[src/design/smrw_pkg.sv]
// Constants, register map and carrier types for the supply supervisor block.
// Assumes an APB master on pclk; the slow clock is pclk itself.
package smrw_pkg;
    localparam logic [7:0] ADDR_CR   = 8'h00;
    localparam logic [7:0] ADDR_SMMR = 8'h04;
    localparam logic [7:0] ADDR_MR   = 8'h08;
    localparam logic [7:0] ADDR_WUMR = 8'h0C;
    localparam logic [7:0] ADDR_WUIR = 8'h10;
    localparam logic [7:0] ADDR_SR   = 8'h14;
    localparam logic [7:0] CR_KEY    = 8'hA5;
    localparam int CR_KEY_POS   = 24;
    localparam int CR_REGULATOR_OFF_COMMAND_POS = 2;
    localparam int SMMR_SMPL_POS = 8;
    localparam int SMMR_RST_POS  = 12;
    localparam int SMMR_IEN_POS  = 13;
    localparam int MR_BODRST_POS = 12;
    localparam int MR_BUPPOR_POS = 14;
    localparam logic [31:0] MR_RESET = 32'h0000DA00;
    localparam int WUMR_FWEN_POS  = 0;
    localparam int WUMR_MONITOR_WAKEUP_ENABLE_POS  = 1;
    localparam int WUMR_FWDBC_POS = 8;
    localparam int WUMR_WKDBC_POS = 12;
    localparam int WUIR_TYPE_POS  = 16;
    localparam int SR_FWS_POS   = 0;
    localparam int SR_WKS_POS   = 1;
    localparam int SR_SMS_POS   = 2;
    localparam int SR_BODS_POS  = 3;
    localparam int SR_MONITOR_LIVE_OUTPUT_POS  = 5;
    localparam int SR_WKIS_POS  = 16;
    localparam logic [2:0] STARTUP_CYCLES = 3'h5;
    localparam logic [15:0] DBC_1 = 16'h0001;
    localparam logic [15:0] DBC_3 = 16'h0003;
    localparam logic [15:0] DBC_32 = 16'h0020;
    localparam logic [15:0] DBC_512 = 16'h0200;
    localparam logic [15:0] DBC_4096 = 16'h1000;
    localparam logic [15:0] DBC_32768 = 16'h8000;
    typedef enum logic [2:0] { SMRW_ST_START, SMRW_ST_REGON, SMRW_ST_RUN, SMRW_ST_BOD,
                               SMRW_ST_OFF1, SMRW_ST_OFF2, SMRW_ST_BACKUP } smrw_state_t;
    typedef struct packed {
        logic        rst_en;
        logic        irq_en;
        logic [2:0]  sampling;
        logic [3:0]  threshold;
    } smrw_smmr_t;
endpackage : smrw_pkg

[src/design/smrw_top.sv]
// Supply supervisor: monitor sampling, reset sequencing, shutdown and wake-up debounce.
// Assumes pclk is the slow clock and all pins are synchronous except the monitor output.
//
// The register offsets and register access over APB were chosen for this implementation.
`timescale 1ns/1ps
module smrw_top #(
    parameter int WAKE_N = 16
) (
    input  wire logic              pclk,
    input  wire logic              presetn,
    input  wire logic              psel,
    input  wire logic              penable,
    input  wire logic              pwrite,
    input  wire logic [7:0]        paddr,
    input  wire logic [31:0]       pwdata,
    output logic [31:0]            prdata,
    output logic                   pready,
    output logic                   pslverr,
    input  wire logic              monitor_detect_raw,
    input  wire logic              core_voltage_status,
    input  wire logic              force_wake_pin,
    input  wire logic [WAKE_N-1:0] wake_input_pins,
    output logic                   monitor_enable,
    output logic [3:0]             monitor_threshold_field,
    output logic                   regulator_shutdown_output,
    output logic                   regulator_enable,
    output logic                   system_reset_n,
    output logic                   core_stop,
    output logic                   backup_por_enable,
    output logic                   monitor_irq
);
    // ******************************************************************
    // Register bus
    // ******************************************************************
    smrw_pkg::smrw_smmr_t smmr_reg;
    logic [31:0]          mr_reg;
    logic [31:0]          wumr_reg;
    logic [31:0]          wuir_reg;
    logic                 fws_reg;
    logic                 wks_reg;
    logic                 sms_reg;
    logic                 bods_reg;
    logic                 monitor_live_output_reg;
    logic [WAKE_N-1:0]    wkis_reg;
    logic [31:0]          prdata_reg;
    wire acc     = psel & penable;
    wire wr      = acc & pwrite;
    wire rd      = acc & ~pwrite;
    wire hit_cr   = paddr == smrw_pkg::ADDR_CR;
    wire hit_smmr = paddr == smrw_pkg::ADDR_SMMR;
    wire hit_mr   = paddr == smrw_pkg::ADDR_MR;
    wire hit_wumr = paddr == smrw_pkg::ADDR_WUMR;
    wire hit_wuir = paddr == smrw_pkg::ADDR_WUIR;
    wire hit_sr   = paddr == smrw_pkg::ADDR_SR;
    wire mapped   = hit_cr | hit_smmr | hit_mr | hit_wumr | hit_wuir | hit_sr;
    wire sr_read  = rd & hit_sr;
    wire regulator_off_command_cmd = wr & hit_cr & pwdata[smrw_pkg::CR_REGULATOR_OFF_COMMAND_POS]
                   & (pwdata[smrw_pkg::CR_KEY_POS +: 8] == smrw_pkg::CR_KEY);
    wire [15:0] wkis_word = 16'(wkis_reg);
    wire [31:0] sr_word = {wkis_word, 10'h000, monitor_live_output_reg, 1'b0,
                           bods_reg, sms_reg, wks_reg, fws_reg};
    wire [31:0] rd_mux = hit_smmr ? {18'h00000, smmr_reg.irq_en, smmr_reg.rst_en, 1'b0,
                                     smmr_reg.sampling, 4'h0, smmr_reg.threshold} :
                         hit_mr   ? mr_reg :
                         hit_wumr ? wumr_reg :
                         hit_wuir ? wuir_reg :
                         hit_sr   ? sr_word : 32'h00000000;
    // Read data is captured in the setup cycle so that it already stands at the access edge.
    wire        rd_setup    = psel & ~penable & ~pwrite;
    wire [31:0] prdata_next = rd_setup ? rd_mux : (psel ? prdata_reg : 32'h00000000);
    assign pready  = 1'b1;
    assign pslverr = acc & ~mapped;
    assign prdata  = prdata_reg;

    always_ff @(posedge pclk or negedge presetn)
    begin
        if (!presetn)
        begin
            smmr_reg <= '0;
            mr_reg   <= smrw_pkg::MR_RESET;
            wumr_reg <= 32'h00000000;
            wuir_reg <= 32'h00000000;
        end
        else if (wr)
        begin
            if (hit_smmr)
                smmr_reg <= {pwdata[smrw_pkg::SMMR_RST_POS], pwdata[smrw_pkg::SMMR_IEN_POS],
                             pwdata[smrw_pkg::SMMR_SMPL_POS +: 3], pwdata[3:0]};
            if (hit_mr)
                mr_reg <= pwdata;
            if (hit_wumr)
                wumr_reg <= pwdata;
            if (hit_wuir)
                wuir_reg <= pwdata;
        end
    end

    always_ff @(posedge pclk or negedge presetn)
    begin
        if (!presetn)
            prdata_reg <= 32'h00000000;
        else
            prdata_reg <= prdata_next;
    end

    // ******************************************************************
    // Supply monitor sampling
    // ******************************************************************
    logic        mon_s1_reg;
    logic        mon_s2_reg;
    logic [10:0] smpl_cnt_reg;
    wire [10:0] smpl_last = smmr_reg.sampling == 3'h2 ? 11'h01F :
                            smmr_reg.sampling == 3'h3 ? 11'h0FF : 11'h7FF;
    wire continuous = smmr_reg.sampling == 3'h1;
    wire mon_off    = smmr_reg.sampling == 3'h0;
    wire sampled    = smmr_reg.sampling > 3'h1 && smmr_reg.sampling < 3'h5;
    wire mon_on     = continuous | (sampled & (smpl_cnt_reg == 11'h000));
    logic mon_on_d_reg;
    wire mon_detect = mon_on_d_reg & mon_s2_reg;
    assign monitor_enable          = mon_on & ~mon_off;
    assign monitor_threshold_field = smmr_reg.threshold;

    always_ff @(posedge pclk or negedge presetn)
    begin
        if (!presetn)
        begin
            mon_s1_reg   <= 1'b0;
            mon_s2_reg   <= 1'b0;
            smpl_cnt_reg <= 11'h000;
            mon_on_d_reg <= 1'b0;
            monitor_live_output_reg     <= 1'b0;
        end
        else
        begin
            mon_s1_reg   <= monitor_detect_raw;
            mon_s2_reg   <= mon_s1_reg;
            mon_on_d_reg <= mon_on;
            smpl_cnt_reg <= (!sampled || smpl_cnt_reg == smpl_last) ? 11'h000 : smpl_cnt_reg + 11'h001;
            if (mon_off)
                monitor_live_output_reg <= 1'b0;
            else if (mon_on_d_reg)
                monitor_live_output_reg <= mon_s2_reg;
        end
    end

    // ******************************************************************
    // Wake-up debounce
    // ******************************************************************
    logic [15:0] fw_cnt_reg;
    logic [15:0] wk_cnt_reg;
    wire [WAKE_N-1:0] wk_en  = wuir_reg[WAKE_N-1:0];
    wire [WAKE_N-1:0] wk_pol = wuir_reg[smrw_pkg::WUIR_TYPE_POS +: WAKE_N];
    wire [WAKE_N-1:0] wk_act = wk_en & ~(wake_input_pins ^ wk_pol);
    wire wk_any = |wk_act;
    wire fw_act = wumr_reg[smrw_pkg::WUMR_FWEN_POS] & ~force_wake_pin;

    function automatic logic [15:0] dbc_len(input logic [2:0] code);
        case (code)
            3'h0:    dbc_len = smrw_pkg::DBC_1;
            3'h1:    dbc_len = smrw_pkg::DBC_3;
            3'h2:    dbc_len = smrw_pkg::DBC_32;
            3'h3:    dbc_len = smrw_pkg::DBC_512;
            3'h4:    dbc_len = smrw_pkg::DBC_4096;
            default: dbc_len = smrw_pkg::DBC_32768;
        endcase
    endfunction : dbc_len

    wire [15:0] fw_len = dbc_len(wumr_reg[smrw_pkg::WUMR_FWDBC_POS +: 3]);
    wire [15:0] wk_len = dbc_len(wumr_reg[smrw_pkg::WUMR_WKDBC_POS +: 3]);
    wire fw_done = fw_act & (fw_cnt_reg + 16'h0001 >= fw_len);
    wire wk_done = wk_any & (wk_cnt_reg + 16'h0001 >= wk_len);
    wire sm_wake = mon_detect & wumr_reg[smrw_pkg::WUMR_MONITOR_WAKEUP_ENABLE_POS];

    always_ff @(posedge pclk or negedge presetn)
    begin
        if (!presetn)
        begin
            fw_cnt_reg <= 16'h0000;
            wk_cnt_reg <= 16'h0000;
        end
        else
        begin
            fw_cnt_reg <= (fw_act && !fw_done) ? fw_cnt_reg + 16'h0001 : 16'h0000;
            wk_cnt_reg <= (wk_any && !wk_done) ? wk_cnt_reg + 16'h0001 : 16'h0000;
        end
    end

    // ******************************************************************
    // Power sequencer
    // ******************************************************************
    smrw_pkg::smrw_state_t state_reg;
    smrw_pkg::smrw_state_t state_next;
    logic [2:0] start_cnt_reg;
    logic       core_ok_reg;
    logic       core_lost_reg;
    logic       in_backup;
    wire bod_en  = mr_reg[smrw_pkg::MR_BODRST_POS];
    wire bod_hit = bod_en & core_lost_reg & ~core_voltage_status;
    wire sm_rst  = mon_detect & smmr_reg.rst_en;
    wire wake    = fw_done | wk_done | sm_wake;

    always_comb
    begin
        state_next = state_reg;
        case (state_reg)
            smrw_pkg::SMRW_ST_START:
                if (start_cnt_reg == smrw_pkg::STARTUP_CYCLES - 3'h1)
                    state_next = smrw_pkg::SMRW_ST_REGON;
            smrw_pkg::SMRW_ST_REGON:
                if (core_ok_reg && core_voltage_status)
                    state_next = smrw_pkg::SMRW_ST_RUN;
            smrw_pkg::SMRW_ST_RUN:
                if (regulator_off_command_cmd)
                    state_next = smrw_pkg::SMRW_ST_OFF1;
                else if (bod_hit)
                    state_next = smrw_pkg::SMRW_ST_BOD;
            smrw_pkg::SMRW_ST_BOD:
                if (core_voltage_status)
                    state_next = smrw_pkg::SMRW_ST_RUN;
            smrw_pkg::SMRW_ST_OFF1:
                state_next = smrw_pkg::SMRW_ST_OFF2;
            smrw_pkg::SMRW_ST_OFF2:
                state_next = smrw_pkg::SMRW_ST_BACKUP;
            smrw_pkg::SMRW_ST_BACKUP:
                if (wake)
                    state_next = smrw_pkg::SMRW_ST_REGON;
            default:
                state_next = smrw_pkg::SMRW_ST_START;
        endcase
    end

    assign in_backup = state_reg == smrw_pkg::SMRW_ST_BACKUP;

    always_ff @(posedge pclk or negedge presetn)
    begin
        if (!presetn)
        begin
            state_reg     <= smrw_pkg::SMRW_ST_START;
            start_cnt_reg <= 3'h0;
            core_ok_reg   <= 1'b0;
            core_lost_reg <= 1'b0;
        end
        else
        begin
            state_reg     <= state_next;
            start_cnt_reg <= (state_reg == smrw_pkg::SMRW_ST_START) ? start_cnt_reg + 3'h1 : 3'h0;
            core_ok_reg   <= core_voltage_status;
            core_lost_reg <= ~core_voltage_status & regulator_enable;
        end
    end

    // Outputs come from state_next decode, and reset is also held by sm_rst; state_next also decodes raw inputs such as core_voltage_status.
    logic rst_n_reg;
    logic regulator_shutdown_output_reg;
    logic stop_reg;
    always_ff @(posedge pclk or negedge presetn)
    begin
        if (!presetn)
        begin
            rst_n_reg <= 1'b0;
            regulator_shutdown_output_reg  <= 1'b0;
            stop_reg  <= 1'b1;
        end
        else
        begin
            rst_n_reg <= state_next == smrw_pkg::SMRW_ST_RUN && !sm_rst;
            regulator_shutdown_output_reg  <= state_next == smrw_pkg::SMRW_ST_REGON || state_next == smrw_pkg::SMRW_ST_RUN
                      || state_next == smrw_pkg::SMRW_ST_BOD || state_next == smrw_pkg::SMRW_ST_OFF1;
            stop_reg  <= state_next != smrw_pkg::SMRW_ST_RUN;
        end
    end
    assign system_reset_n            = rst_n_reg;
    assign regulator_shutdown_output = regulator_shutdown_output_reg;
    assign regulator_enable          = regulator_shutdown_output_reg;
    assign core_stop                 = stop_reg;
    assign backup_por_enable         = mr_reg[smrw_pkg::MR_BUPPOR_POS];
    assign monitor_irq               = sms_reg & smmr_reg.irq_en;

    // ******************************************************************
    // Status flags: a set in the read cycle wins over the clear.
    // ******************************************************************
    // Only bits that the read returned are cleared, so an event between setup and access is kept.
    wire              sms_clr  = sr_read & prdata_reg[smrw_pkg::SR_SMS_POS];
    wire              fws_clr  = sr_read & prdata_reg[smrw_pkg::SR_FWS_POS];
    wire              wks_clr  = sr_read & prdata_reg[smrw_pkg::SR_WKS_POS];
    wire [WAKE_N-1:0] wkis_clr = sr_read ? prdata_reg[smrw_pkg::SR_WKIS_POS +: WAKE_N] : '0;
    always_ff @(posedge pclk or negedge presetn)
    begin
        if (!presetn)
        begin
            fws_reg  <= 1'b0;
            wks_reg  <= 1'b0;
            sms_reg  <= 1'b0;
            bods_reg <= 1'b0;
            wkis_reg <= '0;
        end
        else
        begin
            sms_reg  <= mon_detect | (sms_reg & ~sms_clr);
            fws_reg  <= fw_done | (fws_reg & ~fws_clr);
            wks_reg  <= wk_done | (wks_reg & ~wks_clr);
            if (wk_done)
                wkis_reg <= wk_act;
            else
                wkis_reg <= wkis_reg & ~wkis_clr;
            if (state_reg == smrw_pkg::SMRW_ST_RUN && bod_hit)
                bods_reg <= 1'b1;
            else if (sm_rst || regulator_off_command_cmd)
                bods_reg <= 1'b0;
        end
    end
endmodule : smrw_top

[config.mk]
export PLATFORM = sky130hd
export DESIGN_NAME = smrw_top
export DESIGN_NICKNAME = d
export VERILOG_FILES = /design/src/design/smrw_pkg.sv /design/src/design/smrw_top.sv
export SDC_FILE = /design/constraint.sdc
export NUM_CORES = 1
export LEC_CHECK = 0
export BUFFER_PORTS_ARGS = -buffer_cell sky130_fd_sc_hd__buf_2
export CAP_MARGIN = 20
export CORE_UTILIZATION = 25
export CTS_CLUSTER_DIAMETER = 30
export DETAILED_ROUTE_END_ITERATION = 16
export GPL_ROUTABILITY_DRIVEN = 0
export PLACE_DENSITY_LB_ADDON = 0.05
export SETUP_SLACK_MARGIN = 0.2
export SLEW_MARGIN = 10
export SYNTH_ARGS = -nofsm -noshare
export SYNTH_HDL_FRONTEND = slang
export SYNTH_SLANG_ARGS = --single-unit
[constraint.sdc]
create_clock -name pclk -period 2.8 [get_ports pclk]
set_input_delay 0.14 -clock pclk [delete_from_list [all_inputs] [get_ports pclk]]
set_output_delay 0.14 -clock pclk [all_outputs]
set_load 0.02 [all_outputs]
==> flow_metrics.env, run 1 <==
export IMPL_status="complete, but fails checks"
export IMPL_violations="negative hold slack, negative setup slack"
export IMPL_relSlewSlack=0.468
export IMPL_firstDrtPassIters=5
export IMPL_setup_ws_ps=-78.1
export IMPL_p_per_area_mw_per_mm2=782
export IMPL_fp_row_count=75
export IMPL_port_buffers=107
export IMPL_mostFrequentLayoutCells="204 x dfrtp_1, 111 x mux2_2, 106 x buf_2"
export IMPL_p_leak_uw=0.00715
export IMPL_fillers=4182
export IMPL_routed_wl_mm=35.7
export IMPL_track_usage=0.167
export IMPL_setup_viol=19
export IMPL_antenna_found_initial=0
export IMPL_ys_seq_area_frac=0.509
export IMPL_h_tree_depth=3
export IMPL_synth_seq_cells=215
export IMPL_rsz0062_at_grt="true"
export IMPL_clock_fmax_ghz=0.347
export IMPL_cts_buffer_depth=3
export IMPL_dieHeight_microns=208
export IMPL_cts_buffers=77
export IMPL_die_area_sq_mm=0.0432
export IMPL_start_util=0.253
export IMPL_fin_crit_ps=2880
export IMPL_fin_util=0.379
export IMPL_fin_hold_ws_ps=-1.42
export IMPL_cp_max_fo=8
export IMPL_dr_first_iter_drc_count=381
export IMPL_end_kind="flop"
export IMPL_synth_edf_count=0
export IMPL_final_cell_area_sq_mm=0.0159
export IMPL_netlist_instances=951
export IMPL_routed_via_density=4.71
export IMPL_drv_slew=0
export IMPL_grt_pass1_wl_mm=54.8
export IMPL_final_layout_size_suffix_gt1_frac=0.402
export IMPL_clkTransAtPathRegs_ps=40
export IMPL_critPathArrivalTime_ps=3340
export IMPL_finalHoldViolCount=1
export IMPL_io_pins=109
export IMPL_crit_type="reg -> reg"
export IMPL_grt_overflow_total=0
export IMPL_dieWidth_microns=208
export IMPL_avgSynthCellArea_sq_um=11.1
export IMPL_cap_viol_max_count=0
export IMPL_ys_types=70
export IMPL_wl_per_cell_microns=19.7
export IMPL_clock_latency_ps=580
export IMPL_syn_to_final_growth_pct=49.9
export IMPL_fin_setup_tns_ps=-802
export IMPL_dp_slack_ps=-258
export IMPL_diodes=0
export IMPL_finalClockSkew_ps=22.3
export IMPL_synth_net_count=1033
export IMPL_root_buffer="clkbuf_16"
export IMPL_startpoint_type="flop"
export IMPL_grt_max_degree=82
export IMPL_core_area_sq_mm=0.0419
export IMPL_yosysWarningCount=0
export IMPL_hold_class="in -> reg"
export IMPL_ir_drop_uv=408
export IMPL_tightest_slew_ps=798
export IMPL_nets=1294
export IMPL_dpl_instance_area_sq_mm=0.0122
export IMPL_first_global_vias=9091
export IMPL_post_route_period_util=1.03
export IMPL_synth_flop_cell="dfrtp_1"
export IMPL_cts_sinks=215
export IMPL_required_ps=3260
export IMPL_netlist_area_sq_mm=0.0106
export IMPL_layout_commonest_cell="dfrtp_1"
export IMPL_cts_tree="done"
export IMPL_dp_hpwl_mm=23.3
export IMPL_vias=8542
export IMPL_ant_nets=0
export IMPL_ys_async_sr_fraction=1.00
export IMPL_drc=0
[path summary, 6_finish.rpt]
check                               startpoint             to  cells after the start  slack, ps
setup / recovery                 wk_cnt_reg[8]        wks_reg                     12        -80
hold / removal             wake_input_pins[12]   wkis_reg[12]                      4         -1
setup reg to reg                 wk_cnt_reg[8]        wks_reg                     12        -80
hold reg to reg                     mon_s1_reg     mon_s2_reg                      0        390
max in group asynchronous              presetn     mr_reg[11]                      3       1700
min in group asynchronous              presetn  fw_cnt_reg[2]                      2        160
[cells in the mapped netlist, types with 4 or more instances]
cell type,instances,area (sq um)
buf_1,12,45.0
a22o_1,23,201
and3_1,11,68.8
ha_1,18,225
nor3_1,7,35.0
nand2b_1,9,56.3
nand3_1,34,170
xnor2_1,40,350
a221oi_1,21,184
a31oi_1,4,25.0
nor2b_1,18,113
nor4_1,9,56.3
a222oi_1,4,40.0
nor2_1,69,259
buf_4,9,67.6
dfrtp_1,209,5230
mux2_2,111,1250
and2_1,4,25.0
dfstp_2,6,158
or2_2,5,31.3
clkbuf_1,36,135
a22oi_1,28,210
xor2_1,15,131
buf_2,4,20.0
inv_1,11,41.3
nand2_1,83,312
mux2i_1,20,200
o21ai_0,28,140
a21oi_1,27,135
nand4_1,12,75.1
[metrics by stage]
step | power [uW] | instances
4_1_cts | 12600 | 1807
3_3_place_gp | 4010 | 1605
2_1_floorplan | 3690 | 951
6_report | 12400 | 1814
3_5_place_dp | 4010 | 1605
5_1_grt | 12900 | 1814
[where the power goes]
group / total, uW / internal, uW / switching (uW)
logic: 700 / 307 / 394
clock network: 8350 / 5980 / 2380
registers: 3350 / 3220 / 127
total: 12400 / 9510 / 2900
[cell type report]
cell class              instances  area [sq um]  share of cell area
clock buffers                 112          2250               0.142
clock inverters                30           353              0.0222
inverters                      11          41.3             0.00260
multi-input cells             664          5270               0.332
flip-flops and latches        215          5390               0.340
well taps                     539           674              0.0425
repair buffers                243          1880               0.118
[per-layer routing]
metal | track usage | vias to the layer above | part of all wire
li1 | - | 4031 | -
met1 | 0.231 | 4261 | 0.48
met2 | 0.257 | 181 | 0.45
met3 | 0.0395 | 69 | 0.042
met4 | 0.0529 | 0 | 0.023
met5 | 0 | - | 0
[critical path: stages, from the launching register on]
cell and delay (ps):
dfrtp_1 340, nand4_1 210, nor4_4 340, nand3_1 150
xnor2_2 210, ha_4 240, a21boi_1 130, a221o_1 330
a311oi_4 220, buf_6 170, nor2_4 70, clkbuf_16 200
a21o_1 160
[kinds of logic (layout without fill, tap and decap cells)]
kind of cell             after synthesis  after routing  synth area share
other                                  1              1          0.000354
buffers and inverters                 73            396            0.0306
flip-flops                           215            215             0.509
multiplexers                         134            134             0.140
AO/OA/AOI/OAI                        162            163             0.112
XOR/XNOR                              55             55            0.0455
AND/OR/NAND/NOR                      293            293             0.141
adder cells (fa/ha/maj)               18             18            0.0213
[repair_timing]
action | CTS | global route
gates resized for setup | 18 | 55
setup buffers | 8 | 5
setup endpoints to repair | 53 | 53
pin swaps | 17 | 23
hold endpoints to repair | 203 | 0
gates cloned | 1 | 2
hold buffers | 51 | 0
(Power assumes the default switching activity.)
==> run 2: changes to the inputs <==
--- a/config.mk
+++ b/config.mk
@@ -11,7 +11,7 @@
 export CTS_CLUSTER_DIAMETER = 30
 export DETAILED_ROUTE_END_ITERATION = 16
 export GPL_ROUTABILITY_DRIVEN = 0
-export PLACE_DENSITY_LB_ADDON = 0.05
+export PLACE_DENSITY = 0.46
 export SETUP_SLACK_MARGIN = 0.2
 export SLEW_MARGIN = 10
 export SYNTH_ARGS = -nofsm -noshare
==> run 2 against run 1 <==
- the flow finishes with violations (negative setup slack)
- register-to-register slack got worse by 80 ps
- design area fell by 4.4%
- sequential cell count did not move
- worst hold slack improved by 26 ps
- non-clock buffer count rose by 8
- global-route usage fell by 1.6 points
- total power fell by 16%
- worst setup slack got worse by 77 ps
- combinational power barely moved
- via count fell by 1.7%
==> flow_metrics.env, run 2 (synthesis results as in run 1) <==
export IMPL_clock_fmax_ghz=0.338
export IMPL_final_cell_area_sq_mm=0.0152
export IMPL_seqPwrFrac=0.321
export IMPL_vias=8395
export IMPL_met2WireLength_mm=15.4
export IMPL_root_buffer="clkbuf_16"
export IMPL_worstReg2RegStart="wk_cnt_reg[0]"
export IMPL_hold_class="in -> reg"
export IMPL_drc=0
export IMPL_crit_type="reg -> reg"
export IMPL_cts_buffer_depth=3
export IMPL_cts_tree="done"
export IMPL_first_global_vias=8628
export IMPL_post_route_period_util=1.06
export IMPL_start_util=0.253
export IMPL_setup_ws_ps=-155
export IMPL_min_delay_start="wake_input_pins[8]"
export IMPL_antenna_found_initial=0
export IMPL_track_usage=0.151
export IMPL_cts_buffers=52
export IMPL_io_pins=109
export IMPL_dr_first_iter_drc_count=456
export IMPL_grt_max_degree=84
export IMPL_internal_power_uw=8030
export IMPL_wl_met1_mm=15.3
export IMPL_end_kind="flop"
export IMPL_final_layout_size_suffix_gt1_frac=0.403
export IMPL_layout_commonest_cell="dfrtp_1"
export IMPL_finalHoldViolCount=0
export IMPL_rsz0062_at_grt="true"
export IMPL_clock_latency_ps=550
export IMPL_top_layer="met4"
export IMPL_mostFrequentLayoutCells="203 x dfrtp_1, 111 x mux2_2, 106 x buf_2"
export IMPL_port_buffers=107
export IMPL_p_switching_uw=2350
export IMPL_sw_frac_of_total=0.226
export IMPL_status="complete, but fails checks"
export IMPL_syn_to_final_growth_pct=43.3
export IMPL_fin_util=0.362
export IMPL_r2r_end="wks_reg"
export IMPL_die_area_sq_mm=0.0432
export IMPL_violations="negative setup slack"
export IMPL_diodes=0
export IMPL_ant_nets=0
export IMPL_ir_drop_uv=421
export IMPL_cap_viol_max_count=0
export IMPL_fin_crit_ps=2960
export IMPL_min_path_cells=4
export IMPL_cp_max_fo=4
export IMPL_drv_slew=0
export IMPL_p_comb_frac=0.067
export IMPL_fin_hold_ws_ps=25.1
export IMPL_critPathArrivalTime_ps=3390
export IMPL_relSlewSlack=0.469
export IMPL_dieWidth_microns=208
export IMPL_p_per_area_mw_per_mm2=684
export IMPL_nets=1276
export IMPL_clkTransAtPathRegs_ps=40
export IMPL_startpoint_type="flop"
export IMPL_grt_pass1_wl_mm=50.9
export IMPL_setup_viol=37
export IMPL_min_to="wkis_reg[8]"
export IMPL_tightest_slew_ps=796
export IMPL_r2r_setup_slack_ps=-160
export IMPL_routed_wl_met3_mm=1.16
export IMPL_firstDrtPassIters=5
export IMPL_core_area_sq_mm=0.0419
export IMPL_fp_row_count=75
export IMPL_wl_per_cell_microns=18.3
export IMPL_dp_hpwl_mm=21.5
export IMPL_p_leak_uw=0.00681
export IMPL_finalClockSkew_ps=19.5
export IMPL_grt_overflow_total=0
export IMPL_routed_via_density=4.73
export IMPL_reg2regPathDepth=13
export IMPL_dieHeight_microns=208
export IMPL_cts_sinks=215
export IMPL_required_ps=3240
export IMPL_dpl_instance_area_sq_mm=0.0122
export IMPL_pwr_share_clk=0.611
export IMPL_h_tree_depth=2
export IMPL_routed_wl_mm=32.5
run 2: cell types whose count changed in the layout (fill, tap and decap cells not counted), moves of 4 or more:
cell       previous run  this run
buf_4                67        77
clkinv_2             20        11
nor2_2                9        18
clkbuf_1             17         7
nor2_1               52        43
clkbuf_8             17        13
clkbuf_16            80        55
run 2: how the worst max path moves through the flow:
stage	start	end	slack, ps	cells after the start
floorplan	wk_cnt_reg[6]	wks_reg	-160	11
global placement	wk_cnt_reg[1]	wkis_reg[5]	-350	12
detailed placement	wk_cnt_reg[1]	wkis_reg[6]	-400	11
CTS	wk_cnt_reg[8]	wks_reg	-100	12
global route	wk_cnt_reg[0]	wkis_reg[6]	-280	13
finish	wk_cnt_reg[0]	wks_reg	-160	13
run 2: power groups by stage:
stage / clock [uW] / sequential, uW / combinational (uW)
2_1_floorplan: 0 / 3340 / 354
6_report: 6340 / 3330 / 699
4_1_cts: 6460 / 3330 / 685
3_3_place_gp: 0 / 3380 / 606
3_5_place_dp: 0 / 3380 / 605
5_1_grt: 6620 / 3350 / 771
run 2: per-stage QoR:
stage	power [uW]	cells	setup slack [ps]	setup TNS (ps)
after floorplan	3690	951	-157	-2270
after global placement	3980	1609	-346	-6600
after detailed placement	3980	1609	-403	-8540
after CTS	10500	1768	-96.3	-1490
after global routing	10700	1776	-285	-9030
final	10400	1776	-155	-4240
run 2: repair_timing:
item	in CTS	in global routing
hold endpoints to repair	199	0
setup buffers	13	6
resized for setup	35	48
hold buffers	48	0
setup endpoints to repair	53	53
gates cloned	1	2
pin swaps	23	26
run 2: worst max-delay path, stage by stage, from the launching register on:
cell and delay, ps:
dfrtp_2 390, buf_6 110, nand4_4 110, nor4_4 340, nand3_2 130, xnor2_2 200, ha_1 270, a21boi_1 150
a221o_1 330, a311oi_4 230, buf_6 170, nor2_4 70, clkbuf_16 190, a21o_1 150
run 2: final cells by class:
type,instances,area [sq um]
Timing Repair Buffer,251,1920
Multi-Input combinational cell,663,5260
Fill cell,4173,26700
Sequential cell,215,5400
Tap cell,539,674
Clock buffer,73,1530
Clock inverter,24,337
Inverter,11,41.3
run 2: metal layers:
layer,vias up,global-route usage
met5,-,0
met3,45,0.0254
met4,0,0.0475
li1,3970,-
met1,4208,0.207
met2,172,0.244
==> run 3: changes to the inputs <==
--- a/config.mk
+++ b/config.mk
@@ -5,13 +5,13 @@
 export SDC_FILE = /design/constraint.sdc
 export NUM_CORES = 1
 export LEC_CHECK = 0
-export BUFFER_PORTS_ARGS = -buffer_cell sky130_fd_sc_hd__buf_2
+export BUFFER_PORTS_ARGS = -buffer_cell sky130_fd_sc_hd__buf_4
 export CAP_MARGIN = 20
 export CORE_UTILIZATION = 25
 export CTS_CLUSTER_DIAMETER = 30
 export DETAILED_ROUTE_END_ITERATION = 16
 export GPL_ROUTABILITY_DRIVEN = 0
-export PLACE_DENSITY = 0.46
+export PLACE_DENSITY = 0.44
 export SETUP_SLACK_MARGIN = 0.2
 export SLEW_MARGIN = 10
 export SYNTH_ARGS = -nofsm -noshare
==> constraint.sdc (replaced) <==
create_clock -name pclk -period 2.86 [get_ports pclk]
set_input_delay 0.143 -clock pclk [delete_from_list [all_inputs] [get_ports pclk]]
set_output_delay 0.143 -clock pclk [all_outputs]
set_load 0.02 [all_outputs]
==> run 3 against run 2 <==
- largest cell class unchanged
- final cell count shrank 0.17%
- clock skew is essentially flat
- critical path type unchanged
- the run still ends with negative setup slack left
- clock-buffer cell count grew 2
- die area is the same
- register-to-register slack gained 140 ps
- largest power group unchanged
- worst hold slack gained 83 ps
- clock power grew 11%
- worst setup slack gained 140 ps
==> flow_metrics.env, run 3 (synthesis results as in run 1) <==
export IMPL_root_buffer="clkbuf_16"
export IMPL_routed_via_density=4.70
export IMPL_first_global_vias=8667
export IMPL_final_layout_size_suffix_gt1_frac=0.378
export IMPL_cts_tree="done"
export IMPL_h_tree_depth=2
export IMPL_dieWidth_microns=208
export IMPL_finalHoldViolCount=0
export IMPL_grt_pass1_wl_mm=50.4
export IMPL_clock_latency_ps=590
export IMPL_cts_buffers=58
export IMPL_final_cells=1773
export IMPL_required_ps=3320
export IMPL_drv_slew=0
export IMPL_cts_sinks=215
export IMPL_dieHeight_microns=208
export IMPL_track_usage=0.149
export IMPL_p_per_area_mw_per_mm2=711
export IMPL_status="complete, but fails checks"
export IMPL_layout_commonest_cell="dfrtp_1"
export IMPL_violations="negative setup slack"
export IMPL_dr_first_iter_drc_count=393
export IMPL_fin_setup_tns_ps=-14.9
export IMPL_rsz0062_at_grt="true"
export IMPL_relSlewSlack=0.464
export IMPL_clock_fmax_ghz=0.348
export IMPL_syn_to_final_growth_pct=45.9
export IMPL_post_route_period_util=1.01
export IMPL_antenna_found_initial=0
export IMPL_fp_row_count=75
export IMPL_wl_per_cell_microns=18.2
export IMPL_hold_class="in -> reg"
export IMPL_ant_nets=0
export IMPL_grt_overflow_total=0
export IMPL_end_kind="flop"
export IMPL_start_util=0.253
export IMPL_core_area_sq_mm=0.0419
export IMPL_grt_max_degree=77
export IMPL_p_leak_uw=0.00688
export IMPL_io_pins=109
export IMPL_ir_drop_uv=399
export IMPL_cp_max_fo=17
export IMPL_routed_wl_mm=32.3
export IMPL_cts_buffer_depth=3
export IMPL_clkTransAtPathRegs_ps=50
export IMPL_die_area_sq_mm=0.0432
export IMPL_fin_crit_ps=2870
export IMPL_startpoint_type="flop"
export IMPL_finalClockSkew_ps=20.0
export IMPL_setup_ws_ps=-14.9
export IMPL_dp_hpwl_mm=21.6
export IMPL_mostFrequentLayoutCells="204 x dfrtp_1, 166 x buf_4, 111 x mux2_2"
export IMPL_crit_type="reg -> reg"
export IMPL_tightest_slew_ps=804
export IMPL_port_buffers=107
export IMPL_nets=1267
export IMPL_vias=8329
export IMPL_setup_viol=1
export IMPL_dp_slack_ps=-85.3
export IMPL_cap_viol_max_count=0
export IMPL_critPathArrivalTime_ps=3340
export IMPL_dp_cells=1600
export IMPL_drc=0
export IMPL_firstDrtPassIters=5
==> run 3: changes by cell type in the layout (fill, tap and decap cells not counted), moves of 3 or more <==
cell / before / now
buf_2: 106 / 0
buf_4: 77 / 166
nor2_1: 43 / 55
nor2_2: 18 / 10
clkinvlp_4: 2 / 8
dlygate4sd3_1: 48 / 54
buf_6: 9 / 5
nor2_4: 9 / 5
bufinv_16: 8 / 11
clkbuf_16: 55 / 58
==> run 3: per-stage QoR <==
stage	hold slack (ps)	instance area, sq um	utilization	total power, uW
global placement	194	12500	0.298	3950
global route	101	15400	0.369	11400
finish	108	15400	0.369	11000
detailed placement	188	12500	0.298	3950
CTS	80.1	15200	0.363	11100
floorplan	-153	10700	-	3620
==> run 3: metal layers <==
layer | up-vias | GRT usage | wire [microns]
met5 | - | 0 | 0
met2 | 176 | 0.241 | 15300
met3 | 42 | 0.0262 | 1210
li1 | 3965 | - | -
met4 | 0 | 0.0488 | 526
met1 | 4146 | 0.202 | 15200
==> run 3: repair_timing <==
| item | in CTS | in global routing |
|---|---|---|
| hold buffers | 54 | 0 |
| pin swaps | 9 | 28 |
| setup buffers | 2 | 6 |
| resized for setup | 9 | 40 |
| setup endpoints to repair | 53 | 53 |
| cloned | 0 | 2 |
| endpoints found under the hold margin | 209 | 0 |
==> run 3: worst paths after layout <==
path / start / endpoint / slack, ps / cells past startpoint
setup reg to reg: wk_cnt_reg[0] / wkis_reg[0] / -10 / 10
hold / removal: penable / wks_reg / 110 / 5
setup / recovery: wk_cnt_reg[0] / wkis_reg[0] / -10 / 10
max in group asynchronous: presetn / core_stop / 1860 / 3
hold reg to reg: mon_s1_reg / mon_s2_reg / 380 / 0
min in group asynchronous: presetn / smpl_cnt_reg[7] / 140 / 2
==> run 3: worst max-delay path: stages (launching register included) <==
cell and delay (ps):
dfrtp_2 440, ha_1 350, ha_4 260, a2111oi_2 340
nor2b_1 80, a2111o_1 450, a311oi_4 270, buf_6 160
nor2_4 40, buf_12 170, mux2i_2 160
==> run 3: area by class of cell <==
| type | count | area (sq um) |
|---|---|---|
| repair buffers | 235 | 2040 |
| fillers | 4136 | 26400 |
| well taps | 539 | 674 |
| clock inverters | 33 | 526 |
| clock buffers | 75 | 1630 |
| inverters | 11 | 41.3 |
| multi-input cells | 664 | 5140 |
| flip-flops and latches | 215 | 5390 |
| diodes | 1 | 2.50 |
==> run 3: power breakdown <==
group          switching [uW]  total (uW)  internal (uW)  leakage (uW)
combinational             371         702            330       0.00291
sequential                114        3260           3150       0.00294
clock                    2030        7010           4970       0.00103
total                    2520       11000           8460       0.00688
